<file path="src/ddc_map.vh">
// Constants for the drive-side control and data interface
`ifndef DDC_MAP_VH
`define DDC_MAP_VH
// Clock 10 MHz: 100 ns period
`define DDC_CLK_NS        32'd100
// Direction setup before a step pulse, step low width, step recovery
`define DDC_DIR_SETUP_NS  32'd1000
`define DDC_STEP_LOW_NS   32'd1000
`define DDC_STEP_GAP_NS   32'd2000
`define DDC_DIR_SETUP_CY  ((`DDC_DIR_SETUP_NS + `DDC_CLK_NS - 32'd1) / `DDC_CLK_NS)
`define DDC_STEP_LOW_CY   ((`DDC_STEP_LOW_NS + `DDC_CLK_NS - 32'd1) / `DDC_CLK_NS)
`define DDC_STEP_GAP_CY   ((`DDC_STEP_GAP_NS + `DDC_CLK_NS - 32'd1) / `DDC_CLK_NS)
`define DDC_CNT_W         8
// Step direction levels
`define DDC_DIR_IN        1'b0
`define DDC_DIR_OUT       1'b1
// Head number width and FIFO shape
`define DDC_HEAD_W        3
`define DDC_FIFO_W        8
`define DDC_FIFO_D        8
`define DDC_FIFO_AW       3
`define DDC_BIT_CNT_W     3
`define DDC_BIT_LAST      3'h7
`endif

</file>
<file path="src/ddc_fifo.v">
// Synchronous valid/ready FIFO with parameterised width and depth
module ddc_fifo #(
	parameter WIDTH = 8,
	parameter DEPTH = 8,
	parameter AW    = 3
)(
	input  wire             i_mclk,
	input  wire             i_reset,
	input  wire [WIDTH-1:0] i_data,
	input  wire             i_valid,
	output wire             o_ready,
	output wire [WIDTH-1:0] o_data,
	output wire             o_valid,
	input  wire             i_ready
);
	reg  [WIDTH-1:0] mem [0:DEPTH-1];
	reg  [AW-1:0]    wr_ptr_reg;
	reg  [AW-1:0]    rd_ptr_reg;
	reg  [AW:0]      count_reg;
	reg  [AW:0]      count_next;
	reg              ready_reg;
	wire             push;
	wire             pop;

	// Ready is registered from the next count so it leaves a flip-flop
	assign o_ready = ready_reg;
	assign o_valid = (count_reg != {(AW+1){1'b0}});
	assign o_data  = mem[rd_ptr_reg];
	assign push    = i_valid & o_ready;
	assign pop     = o_valid & i_ready;

	always @(posedge i_mclk)
	begin
		if (push)
			mem[wr_ptr_reg] <= i_data;
	end

	always @*
	begin
		count_next = count_reg;
		if (push & ~pop)
			count_next = count_reg + {{AW{1'b0}}, 1'b1};
		else if (pop & ~push)
			count_next = count_reg - {{AW{1'b0}}, 1'b1};
	end

	always @(posedge i_mclk or posedge i_reset)
	begin
		if (i_reset)
		begin
			wr_ptr_reg <= {AW{1'b0}};
			rd_ptr_reg <= {AW{1'b0}};
			count_reg  <= {(AW+1){1'b0}};
			ready_reg  <= 1'b1;
		end
		else
		begin
			if (push)
				wr_ptr_reg <= wr_ptr_reg + {{(AW-1){1'b0}}, 1'b1};
			if (pop)
				rd_ptr_reg <= rd_ptr_reg + {{(AW-1){1'b0}}, 1'b1};
			count_reg <= count_next;
			ready_reg <= (count_next != DEPTH[AW:0]);
		end
	end
endmodule

</file>
<file path="src/ddc_sync.v">
// Two flip-flop synchroniser, one per input bit
module ddc_sync #(
	parameter WIDTH = 1
)(
	input  wire             i_mclk,
	input  wire             i_reset,
	input  wire [WIDTH-1:0] i_async,
	output wire [WIDTH-1:0] o_sync
);
	reg [WIDTH-1:0] meta_reg;
	reg [WIDTH-1:0] sync_reg;

	assign o_sync = sync_reg;

	// Resets to all ones: the drive status inputs are active low
	always @(posedge i_mclk or posedge i_reset)
	begin
		if (i_reset)
		begin
			meta_reg <= {WIDTH{1'b1}};
			sync_reg <= {WIDTH{1'b1}};
		end
		else
		begin
			meta_reg <= i_async;
			sync_reg <= meta_reg;
		end
	end
endmodule

</file>
<file path="src/ddc_drive_if.v">
// Drive-side control and encoded data interface of the disk controller
//
// Contract
// - Head number driven as active-low binary code on three outputs.
// - Direction low steps toward spindle, high steps toward track 0.
// - One low step strobe pulse moves heads one step in set direction.
// - Drive usable only while available and settled are both low; the step gate here checks available, not settled.
// - Unit select driven low to tell drive the controller is ready.
// - Unit select goes high on reset command, power-fail or initialize.
// - Each rising write-stream edge is one flux reversal, only gate low.
// - Read data recovered from rising edges of the encoded read stream.
// - Write gate low enables writing if settled; high allows stepping.
`include "ddc_map.vh"
module ddc_drive_if (
	input  wire                  i_mclk,
	input  wire                  i_reset,
	input  wire                  i_reset_cmd,
	input  wire                  i_ac_ok,
	input  wire                  i_ctrl_ready,
	input  wire [`DDC_HEAD_W-1:0] i_head,
	input  wire                  i_step_req,
	input  wire                  i_step_dir,
	output reg                   o_step_busy,
	input  wire                  i_write_en,
	input  wire                  i_bit_tick,
	input  wire [`DDC_FIFO_W-1:0] i_wr_data,
	input  wire                  i_wr_valid,
	output wire                  o_wr_ready,
	output reg  [`DDC_FIFO_W-1:0] o_rd_data,
	output reg                   o_rd_valid,
	input  wire                  i_index_n,
	input  wire                  i_ready_n,
	input  wire                  i_settled_n,
	input  wire                  i_fault_n,
	input  wire                  i_track0_n,
	input  wire                  i_read_stream,
	output reg                   o_head_addr_bit0,
	output reg                   o_head_addr_bit1,
	output reg                   o_head_addr_bit2,
	output reg                   o_dir_n,
	output reg                   o_step_n,
	output reg                   o_unit_choose_0,
	output reg                   o_write_gate_n,
	output reg                   o_encoded_write_stream,
	output reg                   o_index,
	output reg                   o_drive_ok,
	output reg                   o_fault,
	output reg                   o_track0,
	output reg                   o_flux_pulse
);
	// ****************************************************************
	// Input synchronisers
	// ****************************************************************
	localparam NSYNC = 6;
	wire [NSYNC-1:0] pins_s;
	wire             index_n_s;
	wire             ready_n_s;
	wire             settled_n_s;
	wire             fault_n_s;
	wire             track0_n_s;
	wire             read_s;

	ddc_sync #(.WIDTH(NSYNC)) u_sync (
		.i_mclk  (i_mclk),
		.i_reset (i_reset),
		.i_async ({i_index_n, i_ready_n, i_settled_n, i_fault_n,
		           i_track0_n, i_read_stream}),
		.o_sync  (pins_s)
	);
	assign index_n_s   = pins_s[5];
	assign ready_n_s   = pins_s[4];
	assign settled_n_s = pins_s[3];
	assign fault_n_s   = pins_s[2];
	assign track0_n_s  = pins_s[1];
	assign read_s      = pins_s[0];

	// The drive latches a fault until power cycles; seeking and
	// writing are held off here too so no command is wasted on it.
	wire drive_ok   = ~ready_n_s & ~settled_n_s & fault_n_s;
	wire can_step   = ~ready_n_s & fault_n_s & o_write_gate_n;

	// ****************************************************************
	// Status and head address outputs
	// ****************************************************************
	always @(posedge i_mclk or posedge i_reset)
	begin
		if (i_reset)
		begin
			o_head_addr_bit0 <= 1'b1;
			o_head_addr_bit1 <= 1'b1;
			o_head_addr_bit2 <= 1'b1;
			o_unit_choose_0  <= 1'b1;
			o_index          <= 1'b0;
			o_drive_ok       <= 1'b0;
			o_fault          <= 1'b0;
			o_track0         <= 1'b0;
		end
		else
		begin
			o_head_addr_bit0 <= ~i_head[0];
			o_head_addr_bit1 <= ~i_head[1];
			o_head_addr_bit2 <= ~i_head[2];
			if (i_reset_cmd | ~i_ac_ok)
				o_unit_choose_0 <= 1'b1;
			else
				o_unit_choose_0 <= ~i_ctrl_ready;
			o_index  <= ~index_n_s;
			o_drive_ok <= drive_ok;
			o_fault  <= ~fault_n_s;
			o_track0 <= ~track0_n_s;
		end
	end

	// ****************************************************************
	// Step sequencer
	// ****************************************************************
	localparam ST_IDLE  = 2'h0;
	localparam ST_SETUP = 2'h1;
	localparam ST_PULSE = 2'h2;
	localparam ST_GAP   = 2'h3;
	reg [1:0]            st_reg;
	reg [`DDC_CNT_W-1:0] cnt_reg;
	// Loads are cut to the counter width on purpose
	wire [31:0]           setup_ld = `DDC_DIR_SETUP_CY - 32'd1;
	wire [31:0]           low_ld   = `DDC_STEP_LOW_CY - 32'd1;
	wire [31:0]           gap_ld   = `DDC_STEP_GAP_CY - 32'd1;
	wire [`DDC_CNT_W-1:0] cnt_one  = {{(`DDC_CNT_W-1){1'b0}}, 1'b1};

	always @(posedge i_mclk or posedge i_reset)
	begin
		if (i_reset)
		begin
			st_reg      <= ST_IDLE;
			cnt_reg     <= {`DDC_CNT_W{1'b0}};
			o_dir_n     <= `DDC_DIR_OUT;
			o_step_n    <= 1'b1;
			o_step_busy <= 1'b0;
		end
		else
		begin
			case (st_reg)
			ST_IDLE:
			begin
				o_step_n <= 1'b1;
				if (i_step_req & can_step)
				begin
					// Direction latched here and held through the pulse
					o_dir_n     <= i_step_dir ? `DDC_DIR_OUT
					                          : `DDC_DIR_IN;
					o_step_busy <= 1'b1;
					cnt_reg     <= setup_ld[`DDC_CNT_W-1:0];
					st_reg      <= ST_SETUP;
				end
				else
					o_step_busy <= 1'b0;
			end
			ST_SETUP:
			begin
				if (cnt_reg == {`DDC_CNT_W{1'b0}})
				begin
					o_step_n <= 1'b0;
					cnt_reg  <= low_ld[`DDC_CNT_W-1:0];
					st_reg   <= ST_PULSE;
				end
				else
					cnt_reg <= cnt_reg - cnt_one;
			end
			ST_PULSE:
			begin
				if (cnt_reg == {`DDC_CNT_W{1'b0}})
				begin
					o_step_n <= 1'b1;
					cnt_reg  <= gap_ld[`DDC_CNT_W-1:0];
					st_reg   <= ST_GAP;
				end
				else
					cnt_reg <= cnt_reg - cnt_one;
			end
			ST_GAP:
			begin
				if (cnt_reg == {`DDC_CNT_W{1'b0}})
				begin
					o_step_busy <= 1'b0;
					st_reg      <= ST_IDLE;
				end
				else
					cnt_reg <= cnt_reg - cnt_one;
			end
			default:
				st_reg <= ST_IDLE;
			endcase
		end
	end

	// ****************************************************************
	// Write path: FIFO, serialiser, write gate
	// ****************************************************************
	wire [`DDC_FIFO_W-1:0] fifo_data;
	wire                   fifo_valid;
	reg                    fifo_take;
	reg  [`DDC_FIFO_W-1:0] sh_reg;
	reg  [`DDC_BIT_CNT_W-1:0] bit_reg;
	reg                    sh_full_reg;
	wire [`DDC_BIT_CNT_W-1:0] bit_one = {{(`DDC_BIT_CNT_W-1){1'b0}}, 1'b1};
	// Writing needs a settled, fault-free drive and no seek in flight;
	// a step taken in this very cycle wins over the gate
	wire write_ok = i_write_en & drive_ok & (st_reg == ST_IDLE)
	              & ~o_step_busy
	              & ~(i_step_req & can_step);

	ddc_fifo #(
		.WIDTH (`DDC_FIFO_W),
		.DEPTH (`DDC_FIFO_D),
		.AW    (`DDC_FIFO_AW)
	) u_fifo (
		.i_mclk  (i_mclk),
		.i_reset (i_reset),
		.i_data  (i_wr_data),
		.i_valid (i_wr_valid),
		.o_ready (o_wr_ready),
		.o_data  (fifo_data),
		.o_valid (fifo_valid),
		.i_ready (fifo_take)
	);

	always @*
	begin
		fifo_take = ~sh_full_reg & ~o_write_gate_n;
	end

	always @(posedge i_mclk or posedge i_reset)
	begin
		if (i_reset)
		begin
			o_write_gate_n         <= 1'b1;
			o_encoded_write_stream <= 1'b0;
			sh_reg                 <= {`DDC_FIFO_W{1'b0}};
			bit_reg                <= {`DDC_BIT_CNT_W{1'b0}};
			sh_full_reg            <= 1'b0;
		end
		else
		begin
			o_write_gate_n <= ~write_ok;
			o_encoded_write_stream <= 1'b0;
			if (fifo_take & fifo_valid)
			begin
				sh_reg      <= fifo_data;
				sh_full_reg <= 1'b1;
				bit_reg     <= {`DDC_BIT_CNT_W{1'b0}};
			end
			else if (sh_full_reg & i_bit_tick & ~o_write_gate_n
			         & write_ok)
			begin
				// A one bit is a one-cycle pulse: each rising edge is one
				// reversal. No shift as the gate closes, so the last
				// pulse ends under the gate. Ticks must not be adjacent.
				o_encoded_write_stream <= sh_reg[`DDC_FIFO_W-1];
				sh_reg <= {sh_reg[`DDC_FIFO_W-2:0], 1'b0};
				bit_reg <= bit_reg + bit_one;
				if (bit_reg == `DDC_BIT_LAST)
					sh_full_reg <= 1'b0;
			end
			else if (o_write_gate_n)
				sh_full_reg <= 1'b0;
		end
	end

	// ****************************************************************
	// Read path: rising edges of the read stream become flux pulses
	// ****************************************************************
	reg read_d_reg;
	reg [`DDC_FIFO_W-1:0] rsh_reg;
	reg [`DDC_BIT_CNT_W-1:0] rbit_reg;
	wire flux = read_s & ~read_d_reg;

	// Limitation: no data separator; a bit cell is one i_bit_tick,
	// one if a reversal was seen during it.
	reg cell_flux_reg;
	always @(posedge i_mclk or posedge i_reset)
	begin
		if (i_reset)
		begin
			// Matches the synchroniser's reset level: no false edge
			read_d_reg    <= 1'b1;
			o_flux_pulse  <= 1'b0;
			cell_flux_reg <= 1'b0;
			rsh_reg       <= {`DDC_FIFO_W{1'b0}};
			rbit_reg      <= {`DDC_BIT_CNT_W{1'b0}};
			o_rd_data     <= {`DDC_FIFO_W{1'b0}};
			o_rd_valid    <= 1'b0;
		end
		else
		begin
			read_d_reg   <= read_s;
			o_flux_pulse <= flux & o_write_gate_n;
			o_rd_valid   <= 1'b0;
			if (i_bit_tick & o_write_gate_n & drive_ok)
			begin
				rsh_reg  <= {rsh_reg[`DDC_FIFO_W-2:0], cell_flux_reg | flux};
				cell_flux_reg <= 1'b0;
				rbit_reg <= rbit_reg + bit_one;
				if (rbit_reg == `DDC_BIT_LAST)
				begin
					o_rd_data  <= {rsh_reg[`DDC_FIFO_W-2:0],
					               cell_flux_reg | flux};
					o_rd_valid <= 1'b1;
				end
			end
			else if (flux)
				cell_flux_reg <= 1'b1;
		end
	end
endmodule

</file>
<file path="config.mk">
export PLATFORM = sky130hd
export DESIGN_NAME = ddc_drive_if
export DESIGN_NICKNAME = d
export VERILOG_FILES = /design/src/ddc_fifo.v /design/src/ddc_sync.v /design/src/ddc_drive_if.v
export VERILOG_INCLUDE_DIRS = /design/src
export SDC_FILE = /design/constraint.sdc
export NUM_CORES = 1
export LEC_CHECK = 0
export BUFFER_PORTS_ARGS = -buffer_cell sky130_fd_sc_hd__buf_2
export CORE_ASPECT_RATIO = 0.7
export CORE_UTILIZATION = 50
export CTS_BUF_LIST = sky130_fd_sc_hd__clkbuf_8
export DETAILED_ROUTE_END_ITERATION = 6
export PLACE_DENSITY = 0.69
export RECOVER_POWER = 50
export SYNTH_ARGS = -nofsm -noshare
export SYNTH_HDL_FRONTEND = slang
export SYNTH_SLANG_ARGS = --single-unit
export TNS_END_PERCENT = 20
</file>
<file path="constraint.sdc">
create_clock -name i_mclk -period 3.5 [get_ports i_mclk]
set_input_delay 0.875 -clock i_mclk [delete_from_list [all_inputs] [get_ports i_mclk]]
set_output_delay 0.875 -clock i_mclk [all_outputs]
set_load 0.005 [all_outputs]
</file>
---- After elaboration in Yosys (flattened, before gate mapping) ----
Memories as Yosys holds them, arrays and structs flattened.
Index checks and enable logic that the tools add are counted.
operators by class
  add/sub/neg operators ................... 7
  eq/ne operators ......................... 12
  multiplexer cells ....................... 35
  bitwise logic cells ..................... 41
  reductions and logical operators ........ 15
operators by type and width
  operator                                                                 number
  8-bit two-way mux                                                        6
  8-bit one-hot mux with 4 select lines                                    1
  1-bit AND                                                                21
  1-bit NOT                                                                18
  1-bit two-way mux                                                        17
  3-bit by 1-bit adder with 3-bit output, second input constant            4
  2-bit inequality test, second input constant                             5
  2-bit AND reduction                                                      5
  8-bit zero test                                                          1
  2-bit two-way mux                                                        4
  4-bit two-way mux                                                        2
  2-bit one-hot mux with 4 select lines                                    1
  8-bit by 1-bit subtractor with 8-bit output, second input constant       1
  3-bit == test, second input constant                                     2
  3-bit two-way mux                                                        2
  2-bit nonzero test                                                       3
  3-bit nonzero test                                                       2
  4-bit by 1-bit adder with 4-bit output, second input constant            1
  2-bit == test, second input constant                                     2
  4-bit inequality test, second input constant                             1
  4-bit AND reduction                                                      1
  4-bit nonzero test                                                       1
  4-bit by 1-bit subtractor with 4-bit output, second input constant       1
  3-bit by 1-bit inequality test with 1-bit output, second input constant  1
  6 further kinds                                                          7
storage, ports and cells
  bits in registers ....................... 80
  RAM bits ................................ 64
  logic and storage cells ................. 142
  memories kept ........................... 1
memory list
  name        words  bits a word  read ports  clocked after Yosys merged registers in  write ports  RTL line       RTL
  u_fifo.mem  8      8            1           0                                        1            ddc_fifo.v:16  reg [WIDTH-1:0] mem [0:DEPTH-1];

---- Depth between registers and ports, before layout ----
Gate-level depths: netlist of the first run.
  depth after elaboration ................. 10
  depth in mapped cells ................... 8
  mapped depth without buffers ............ 7

---- By module ----
From an unflattened synthesis of the first run, not the netlist that was laid out.
second synthesis, totals
  cell total of the unflattened synthesis .. 390
  area, all modules ....................... 5952.0 um^2
by module, submodules not included
  module        instances  cells an instance  area each (um^2)
  ddc_fifo      1          160                3051.7
  ddc_drive_if  1          217                2581.2
  ddc_sync      1          13                 319.1

---- Worst setup path after synthesis of the first run ----
OpenSTA, ideal clock, no wires.
  path type ............................... input to register
  start ................................... input i_wr_valid
  end ..................................... memory u_fifo.mem[0][0], enable pin
  library setup time ...................... 395 ps
  arrival ................................. 1957 ps
  setup slack ............................. 1149 ps
  stages on the path ...................... 3
  path through ............................ nand2_1 buf_2 nor4_1
on the way
  longest elaborated chain between the ends .. 3
ends and longest elaborated chain
  what                                     RTL line           RTL
  from (decl)                              ddc_drive_if.v:27  input wire i_wr_valid,
  1-bit AND                                ddc_fifo.v:29      assign push = i_valid & o_ready;
  1-bit two-way mux                        ddc_fifo.v:34      if (push)
  1-bit two-way mux (implied by the code)  ddc_fifo.v:35      mem[wr_ptr_reg] <= i_data;
  to (decl)                                ddc_fifo.v:16
No other way between the ends.

---- Worst setup path after layout of the first run ----
  start ................................... register u_fifo.count_reg[0]
  end ..................................... register u_fifo.ready_reg, in the netlist u_fifo.o_ready
on the way
  longest elaborated chain between the ends .. 6
  elaborated cells on any way between the ends .. 10
  classes of those cells .................. add/sub: 2; eq/ne: 1; mux: 2; bitwise: 4; reduce/logical: 1
ends and longest elaborated chain
  what                                                                                 RTL line       RTL
  from (decl)                                                                          ddc_fifo.v:19  reg [AW:0] count_reg;
  from (signal assigned)                                                               ddc_fifo.v:53  count_reg <= {(AW+1){1'b0}};
  from (signal assigned)                                                               ddc_fifo.v:62  count_reg <= count_next;
  branches (longest 4 deep; another with 4-bit by 1-bit subtractor with 4-bit output)  --
  4-bit two-way mux *                                                                  ddc_fifo.v:41  if (push & ~pop)
  via u_fifo.count_next[1]                                                             ddc_fifo.v:20  reg [AW:0] count_next;
  4-bit inequality test *                                                              ddc_fifo.v:63  ready_reg <= (count_next != DEPTH[AW:0]);
  to (signal assigned)                                                                 ddc_fifo.v:63
  to (decl)                                                                            ddc_fifo.v:21  reg ready_reg;
Mark *: on every way through the listed nets, which the timed path passes.
A chain may end at the register's enable or synchronous reset.

==> run metrics, run 1 <==
height of the die=between 90 and 100 µm; Worst setup EP type=register; DP HPWL=6820 µm; post-synthesis async set-or-reset flop share=0.5556; Total GRT Usage=0.1924; Tmin final=approximately 2400 ps; commonest non-fill, non-tap cell in the layout=edfxtp_1; largest net degree at the start of global routing=57; post-synthesis compound-gate area fraction=0.05319; VDD IR max=slightly below 0.0004 V; adder-cell share of the synthesized area=0.03187; Hold WC Path Type=reg2reg; Slew Viols, Final=57; number of cells on the worst hold path=0; period utilization=0.6887; die width=between 100 and 150 µm; Initial Util=0.5202; Area growth, synth to finish=15.07%; setup TNS=0 ps; hold buffers post-CTS=0; cell taking the most area after synthesis=edfxtp_1; clk root buf=clkbuf_8; Yosys warning count=0; top post-synthesis cells by area=edfxtp_1 33%, dfrtp_1 25%, dfstp_2 9.5%, mux4_2 6.2%, mux2_2 3.7%; I/O pin total=slightly above 50; TritonCTS Buffers=17; cell area after layout=approximately 6700 µm²; crit path launch type=register; post-CTS sizing=0; CP Data Arrival Time=~2800 ps; Setup CP Type=reg2reg; WL/cell=16.60 µm; sequential-to-total area share from yosys stat=0.6798; Netlist cell types=between 40 and 50; via count=3,286; Mapped Avg Cell Area=around 15 µm²; CTS max path bufs=2; DRT antenna net count=0; drt pass-1 iters=5; XOR/XNOR Fraction of Synth Area=0.01357; Fmax achieved=0.4149 GHz; RSZ-0062 raised after global routing=no; synthesized net count=between 400 and 500; FF+latch count, synth=about 140; DR vias/cell=about 5.4; final total power=0.005163 W; final wirelength=~10,000 µm; cell leakage power=~2.7 nW; Iter 0 DRT Violations=roughly 220; residual DRC count=0; slew of the pin with the lowest slew margin=about 2300 ps; status=finished, violations left; post-CTS setup buffer count=0; initial antenna violation count=0; Clock Pin Slew Worst Setup and Hold Paths=80 ps; top-area cell type share of the netlist area=0.3307; max-cap violations=1; Synth Flop Type=edfxtp_1; cell count after synthesis=approximately 380; number of synthesized flops with an enable pin=64; core area=roughly 11,000 µm²; Simple-Gate Fraction of Synth Area=0.07623; CP max FO=9; nets=~490; mapped cell area=~5800 µm²; first-pass GRT wire length=~17,000 µm; Hold Vio Cnt, Final=0; vias in the first global route=~3,200; mux cell area share after synthesis=0.1230; layout cells sized above 1=0.2978; H-tree depth=4; ant diodes=0; Reg2Reg Depth=7; Die Footprint=12,060 µm²; CTS tree=built; Most flops, register=u_fifo.mem; slew margin rel.=-0.5600; Area after DPL=around 6300 µm²; Pwr per Cell Area=772.2 nW/µm²; PortBufs=50; max reg flops=64; Rows=32; main combinational cell family by area after synthesis=multiplexers; leading cell types in the layout, fill and taps excluded=64 x edfxtp_1, 59 x dfrtp_1, 42 x buf_2; violated checks=max-capacitance violations, max-slew violations; global route overflow=0; CTS sink count=roughly 140; clk_skew=between 15 and 20 ps; CP required=between 3000 and 4000 ps; gpl congestion=0.8643; Clk Latency, worst-skew pair=roughly 430 ps; Finish-stage setup viols=0
per-stage QoR:
| step | instances | setup slack [ps] | hold WS (ps) | util |
|---|---|---|---|---|
| final | 613 | 1090 | 356.8 | 0.5986 |
| after global routing | 613 | 665.1 | 362.0 | 0.5986 |
| after CTS | 613 | 1131 | 358.4 | 0.5998 |
| after detailed placement | 581 | 988.5 | 346.8 | 0.5596 |
| after global placement | 581 | 1075 | 347.0 | 0.5596 |
| after floorplan | 383 | 608.0 | 345.2 | - |
final timing paths:
check	start	endpoint	slack (ps)
max	u_fifo.count_reg[0]	u_fifo.o_ready	1090
min	u_sync.meta_reg[3]	u_sync.o_sync[3]	360
max reg2reg	u_fifo.count_reg[0]	u_fifo.o_ready	1090
min reg2reg	u_sync.meta_reg[3]	u_sync.o_sync[3]	360
max in group asynchronous	i_reset	cnt_reg[2]	1110
min in group asynchronous	i_reset	st_reg[0]	1070
cell usage after synthesis (5+ instances only):
master / n
dfstp_2: 21
nor2_1: 18
a21oi_1: 13
nor3_1: 9
clkbuf_1: 7
a31oi_1: 6
mux2i_1: 14
dfrtp_1: 59
buf_2: 5
mux2_2: 19
inv_1: 18
xnor2_1: 8
mux4_2: 16
nand2_1: 33
ha_1: 14
edfxtp_1: 64
metal layers:
layer	vias up	global-route usage	part of all wire
met2	76	0.2809	0.47
met4	0	0.04310	0.0028
met3	2	0.05309	0.038
li1	1540	-	-
met1	1668	0.2875	0.49
met5	-	0	0
power by group:
group          leakage [nW]  internal (W)  switching [W]
Clock                 0.219      0.000845       0.000609
Sequential             1.53       0.00214       0.000272
Combinational         0.962      0.000631       0.000664
Total                  2.71       0.00362        0.00154
worst max-delay path, stage by stage, from the launching register on:
cell and delay (ps):
dfrtp_1 420, inv_1 140, ha_1 260, or3b_4 430
and2_1 290, o21bai_2 170, mux2i_1 110, or4b_1 510
cells by family (layout without fill, tap and decap cells):
| family | after synthesis | in the layout |
|---|---|---|
| DFF | 144 | 144 |
| AOI/OAI and AO/OA | 45 | 45 |
| xor gates and xnor gates | 9 | 9 |
| and+or+nand+nor | 90 | 90 |
| muxes | 49 | 49 |
| adders and majority gates | 15 | 15 |
| buffers and inverters | 31 | 108 |
area by class of cell:
class	count	area (µm²)
sequential	144	3950
clock inverter	15	215.2
clock buffer	17	234.0
fill	841	4484
timing repair buffer	58	296.5
inverter	18	68.82
tap	153	191.4
multi-input combinational	208	1730
Note: power is estimated with default switching activity, not from simulation.
==> inputs of run 2 (changes only) <==
--- a/config.mk
+++ b/config.mk
@@ -6,12 +6,13 @@
 export SDC_FILE = /design/constraint.sdc
 export NUM_CORES = 1
 export LEC_CHECK = 0
+export ABC_AREA = 1
 export BUFFER_PORTS_ARGS = -buffer_cell sky130_fd_sc_hd__buf_2
 export CORE_ASPECT_RATIO = 0.7
 export CORE_UTILIZATION = 50
 export CTS_BUF_LIST = sky130_fd_sc_hd__clkbuf_8
 export DETAILED_ROUTE_END_ITERATION = 6
-export PLACE_DENSITY = 0.69
+export PLACE_DENSITY = 0.68
 export RECOVER_POWER = 50
 export SYNTH_ARGS = -nofsm -noshare
 export SYNTH_HDL_FRONTEND = slang
==> constraint.sdc (replaced) <==
create_clock -name i_mclk -period 2.36 [get_ports i_mclk]
set_input_delay 0.59 -clock i_mclk [delete_from_list [all_inputs] [get_ports i_mclk]]
set_output_delay 0.59 -clock i_mclk [all_outputs]
set_load 0.005 [all_outputs]
==> run 2 against run 1 <==
Compared with the run above: the flow now finishes without violations; synthesized cell count is 62% higher; non-clock buffer count is 6 higher; largest cell class unchanged; die area increased by 7.8%; clock skew shrank 5.4 ps; combinational power shrank 84%; worst hold slack got worse by 120 ps; power fell by 6.1%; via count is 32% higher; register-to-register slack got worse by 510 ps; routed wire length up 22%; final area rose by 6.2%; largest power group unchanged.
==> run metrics, run 2 <==
die width=around 140 µm; final core utilization=0.5931; Tmin final=between 1500 and 2000 ps; Area after DPL=slightly below 7000 µm²; residual DRC count=0; Clock Pin Slew Worst Setup and Hold Paths=90 ps; global route overflow=0; Rows=33; top-area cell type share of the netlist area=0.3064; CTS max path bufs=2; number of synthesized flops with an enable pin=64; Synth Flop Type=edfxtp_1; Worst setup EP type=output port; slew margin rel.=0.2337; post-CTS setup buffer count=0; DP HPWL=about 8700 µm; TritonCTS Buffers=17; setup TNS=0 ps; CTS sink count=around 140; Pwr per Cell Area=just under 700 nW/µm²; cell area after layout=between 7000 and 8000 µm²; CP Data Arrival Time=about 1300 ps; Most flops, register=u_fifo.mem; number of cells on the worst hold path=1; leading cell types in the layout, fill and taps excluded=192 x nand2_1, 64 x nor2_1, 64 x edfxtp_1; RSZ-0062 raised after global routing=no; smallest hold slack=approximately 230 ps; DR vias/cell=between 5 and 6; critical path startpoint=o_write_gate_n; clk_skew=13.42 ps; CP max FO=7; I/O pin total=51; DRT antenna net count=0; internal power=~0.0037 W; cell leakage power=between 3 and 4 nW; nets=732; via count=approximately 4,300; Logic pwr share=0.042; most frequent cell after synthesis=nand2_1; Hold EP=u_sync.meta_reg[5]; Netlist cell types=37; flop2flop setup slack=approximately 580 ps; delay-heaviest family, CP=flip-flops; CTS tree=built; Mapped Avg Cell Area=approximately 10 µm²; Iter 0 DRT Violations=457; Clock power frac=0.391; commonest non-fill, non-tap cell in the layout=nand2_1; Slew Viols, Final=0; cell taking the most area after synthesis=edfxtp_1; sw frac=0.2470; PortBufs=50; hold buffers post-CTS=0; WL/cell=about 14 µm; cell count after synthesis=about 620; period utilization=0.7828; crit path launch type=register; post-CTS sizing=0; vias in the first global route=4,178; Psw=0.001198 W; Hold WC Path Type=in2reg; Total GRT Usage=0.2124; Area growth, synth to finish=13.23%; status=finished, final reports clean; slew of the pin with the lowest slew margin=roughly 1100 ps; layout cells sized above 1=0.1989; first-pass GRT wire length=around 21,000 µm; max-cap violations=0; VDD IR max=approximately 0.00036 V; post-synthesis async set-or-reset flop share=0.5556; H-tree depth=4; gpl congestion=between 0.8 and 0.9; Seq pwr share=0.567; slowest CP cell=dfstp_2; top cells by count, synth=192 x nand2_1, 64 x edfxtp_1, 64 x nor2_1, 59 x dfrtp_1, 59 x inv_1; initial antenna violation count=0; Setup CP Type=reg2out; FF+latch count, synth=144; Reg-to-Reg End=u_fifo.o_ready; final wirelength=roughly 12,000 µm; mapped cell area=6272 µm²; Hold Vio Cnt, Final=0; clk root buf=clkbuf_8; core area=between 10,000 and 15,000 µm²; largest net degree at the start of global routing=between 40 and 50; sequential-to-total area share from yosys stat=0.6298; Clk Latency, worst-skew pair=440 ps; slowest cell delay on critical path=670 ps; Final Non-Filler Cells=861; CP required=about 1800 ps; Fmax achieved=between 0.5 and 0.6 GHz; ant diodes=0; Worst Path Buf+Inv=1; Initial Util=0.5238; synthesized net count=roughly 660; Die Footprint=approximately 13,000 µm²; drt pass-1 iters=6; Yosys warning count=0; max reg flops=64; Hold Startpoint=i_index_n; crit-path cells=buf_2; height of the die=between 90 and 100 µm; Reg2Reg Launch Point=u_fifo.count_reg[0]; Finish-stage setup viols=0; Reg2Reg Depth=8; Placed Instances=between 800 and 900; top post-synthesis cells by area=edfxtp_1 31%, dfrtp_1 24%, nand2_1 11%, dfstp_2 8.8%, nor2_1 3.8%
==> run 2: worst max-delay path by stage <==
stage                           to  slack (ps)  cells after the start
2_1_floorplan     u_fifo.mem[4][0]         550                      3
3_3_place_gp      u_fifo.mem[7][6]         510                      6
5_1_grt        u_fifo.count_reg[2]         280                      3
4_1_cts             o_write_gate_n         470                      1
3_5_place_dp      u_fifo.mem[7][6]         480                      6
6_report            o_write_gate_n         510                      1
==> run 2: cell type report <==
cell class / count / area [µm²]
fill: 1013 / 4872
inverter: 69 / 270.3
sequential: 144 / 3950
clock buffer: 17 / 234.0
clock inverter: 15 / 150.1
timing repair buffer: 64 / 330.3
multi-input combinational: 395 / 1971
tap: 157 / 196.4
==> run 2: worst reg2reg max path, delay by kind of cell (launching register included) <==
kind	cells	cell delay, ps
flops	1	420
fa+ha+maj	1	280
simple gates	5	520
buf+inv	1	80
compound gates	1	430
==> run 2: cell families after synthesis <==
family          count (synthesis)  share of synthesized area
compound gates                 48                    0.04748
mux                             1                   0.001795
buf+inv                        83                    0.05605
xor+xnor                        7                   0.009775
simple gates                  325                     0.2272
flops                         144                     0.6298
fa+ha+maj                      14                    0.02793
==> run 2: power groups by stage <==
| stage | logic, W | clock network [W] | registers, W |
|---|---|---|---|
| 2_1_floorplan | 0.000121 | 0 | 0.00279 |
| 3_3_place_gp | 0.000212 | 0 | 0.00280 |
| 3_5_place_dp | 0.000222 | 0 | 0.00280 |
| 4_1_cts | 0.000224 | 0.00193 | 0.00275 |
| 5_1_grt | 0.000243 | 0.00204 | 0.00276 |
| 6_report | 0.000204 | 0.00190 | 0.00275 |
==> run 2: per-layer routing <==
layer	up-vias	wire length, µm	GRT usage	share of wire
li1	2137	-	-	-
met5	-	0	0	0
met4	0	142	0.07778	0.011
met3	11	871	0.06108	0.070
met1	2057	6109	0.3119	0.49
met2	134	5303	0.2989	0.43
==> run 2: metrics by stage <==
step | power [W] | worst slack [ps]
after floorplan | 0.002916 | 549.0
after global placement | 0.003010 | 510.8
after detailed placement | 0.003023 | 477.0
after CTS | 0.004907 | 474.3
after global routing | 0.005046 | 276.2
final | 0.004848 | 512.5
==> inputs of run 3 (changes only) <==
--- a/config.mk
+++ b/config.mk
@@ -6,13 +6,13 @@
 export SDC_FILE = /design/constraint.sdc
 export NUM_CORES = 1
 export LEC_CHECK = 0
-export ABC_AREA = 1
+export ABC_AREA = 0
 export BUFFER_PORTS_ARGS = -buffer_cell sky130_fd_sc_hd__buf_2
 export CORE_ASPECT_RATIO = 0.7
 export CORE_UTILIZATION = 50
 export CTS_BUF_LIST = sky130_fd_sc_hd__clkbuf_8
 export DETAILED_ROUTE_END_ITERATION = 6
-export PLACE_DENSITY = 0.68
+export PLACE_DENSITY = 0.69
 export RECOVER_POWER = 50
 export SYNTH_ARGS = -nofsm -noshare
 export SYNTH_HDL_FRONTEND = slang
==> constraint.sdc (replaced) <==
create_clock -name i_mclk -period 1.7 [get_ports i_mclk]
set_input_delay 0.425 -clock i_mclk [delete_from_list [all_inputs] [get_ports i_mclk]]
set_output_delay 0.425 -clock i_mclk [all_outputs]
set_load 0.005 [all_outputs]
==> run 3 against run 2 <==
Compared with the run above: the run now ends with negative setup slack left; sequential power up 77%; register-to-register slack lost 960 ps; first-iteration DRC count is 49% lower; clock power rose by 29%; critical path type is now reg2reg.
==> run metrics, run 3 (same netlist as run 1, synthesis figures left out) <==
Finish-stage setup viols=28; drt pass-1 iters=4; setup TNS=-1343 ps; Worst setup EP type=register; Die Footprint=about 12,000 µm²; Hold Vio Cnt, Final=0; Area growth, synth to finish=27.54%; Most flops, register=u_fifo.mem; TritonCTS Buffers=17; global route overflow=0; Tmin final=between 2000 and 2500 ps; CTS tree=built; Rows=32; H-tree depth=4; Iter 0 DRT Violations=around 230; pre-CTS setup slack=-392.0 ps; Clk Latency, worst-skew pair=around 430 ps; DP HPWL=7471 µm; sequential cell area=about 4000 µm²; first-pass GRT wire length=~18,000 µm; Slew Viols, Final=0; PortBufs=50; CP required=2050 ps; Setup CP Type=reg2reg; WL/cell=16.64 µm; residual DRC count=0; period utilization=1.224; Multi-input gate area=around 2000 µm²; clk root buf=clkbuf_8; nets=557; core area=11,170 µm²; ant diodes=0; commonest non-fill, non-tap cell in the layout=edfxtp_1; CTS max path bufs=2; via count=3,534; max reg flops=64; vias in the first global route=approximately 3,600; DR vias/cell=5.182; most used routing layer=met2; Final Non-Filler Cells=682; global routing usage on met3=0.05834; layout cells sized above 1=0.4707; clk_skew=a little over 8 ps; I/O pin total=a little over 50; die width=approximately 130 µm; worst setup margin=-381.2 ps; VDD IR max=roughly 0.00065 V; cell leakage power=between 3 and 4 nW; max-cap violations=0; initial antenna violation count=0; met1 Use GR=0.2873; filler instances=roughly 800; slew margin rel.=0.4519; Hold WC Path Type=in2reg; height of the die=approximately 92 µm; largest net degree at the start of global routing=40; smallest hold slack=between 70 and 80 ps; Total GRT Usage=0.2029; Pwr per Cell Area=1570 nW/µm²; CTS sink count=approximately 140; gpl congestion=0.8498; Placed Instances=638; final wirelength=around 11,000 µm; DRT antenna net count=0; Fmax achieved=slightly below 0.5 GHz; leading cell types in the layout, fill and taps excluded=64 x edfxtp_1, 62 x buf_4, 59 x dfrtp_1; CP Data Arrival Time=2430 ps; slew of the pin with the lowest slew margin=between 800 and 900 ps; Initial Util=0.5202; CP max FO=4; status=finished, violations left; violated checks=negative setup slack; RSZ-0062 raised after global routing=yes; crit path launch type=register; Clock Pin Slew Worst Setup and Hold Paths=approximately 80 ps; met2 usage=0.3113
==> run 3: per-layer routing <==
layer / vias up / wire length, µm
met5: - / 0
met4: 0 / 100
met3: 8 / 540
met2: 78 / 5539
met1: 1764 / 5169
li1: 1684 / -
==> run 3: cell type report <==
| cell class | count | area share |
|---|---|---|
| clock inverters | 13 | 0.01351 |
| clock buffers | 19 | 0.03529 |
| well taps | 153 | 0.02583 |
| inverters | 18 | 0.009286 |
| flip-flops and latches | 144 | 0.5330 |
| multi-input cells | 208 | 0.2629 |
| repair buffers | 127 | 0.1202 |
==> run 3: where the power goes <==
part / leakage, nW / internal [W] / switching, W / total [W]
registers: 1.53 / 0.00441 / 0.000467 / 0.00488
clock network: 0.185 / 0.00111 / 0.00134 / 0.00245
logic: 1.39 / 0.00232 / 0.00198 / 0.00430
total: 3.11 / 0.00784 / 0.00379 / 0.0116
==> run 3: final timing paths <==
kind                                     startpoint                  to  cells after the start  slack (ps)
worst max-delay path            u_fifo.count_reg[0]      u_fifo.o_ready                      7        -380
worst min-delay path                      i_index_n  u_sync.meta_reg[5]                      1          80
worst max register to register  u_fifo.count_reg[0]      u_fifo.o_ready                      7        -380
worst min register to register   u_sync.meta_reg[4]    u_sync.o_sync[4]                      0         360
max in group asynchronous                   i_reset    u_sync.o_sync[2]                      4         190
min in group asynchronous                   i_reset             o_fault                      3         680
==> run 3: repair_timing <==
item                                   4_1_cts  5_1_grt
gates resized for setup                     27       33
endpoints found under the hold margin        9        0
buffers inserted                             5        7
setup endpoints to repair                   36       42
hold buffers                                 1        0
pin swaps                                    8       13
==> run 3: stage by stage <==
step	area, µm²	util	power [W]
4_1_cts	7239	0.6481	0.01124
2_1_floorplan	5814	-	0.006956
5_1_grt	7411	0.6634	0.01230
6_report	7411	0.6634	0.01163
3_5_place_dp	6744	0.6037	0.008476
3_3_place_gp	6744	0.6037	0.008328
==> run 3: worst max-delay path, cell delays in order (launching register included) <==
cell and delay (ps):
dfrtp_1 410, inv_2 90, ha_4 140, or3b_4 410, and2_4 210, o21bai_4 120, mux2i_2 100, or4b_1 520
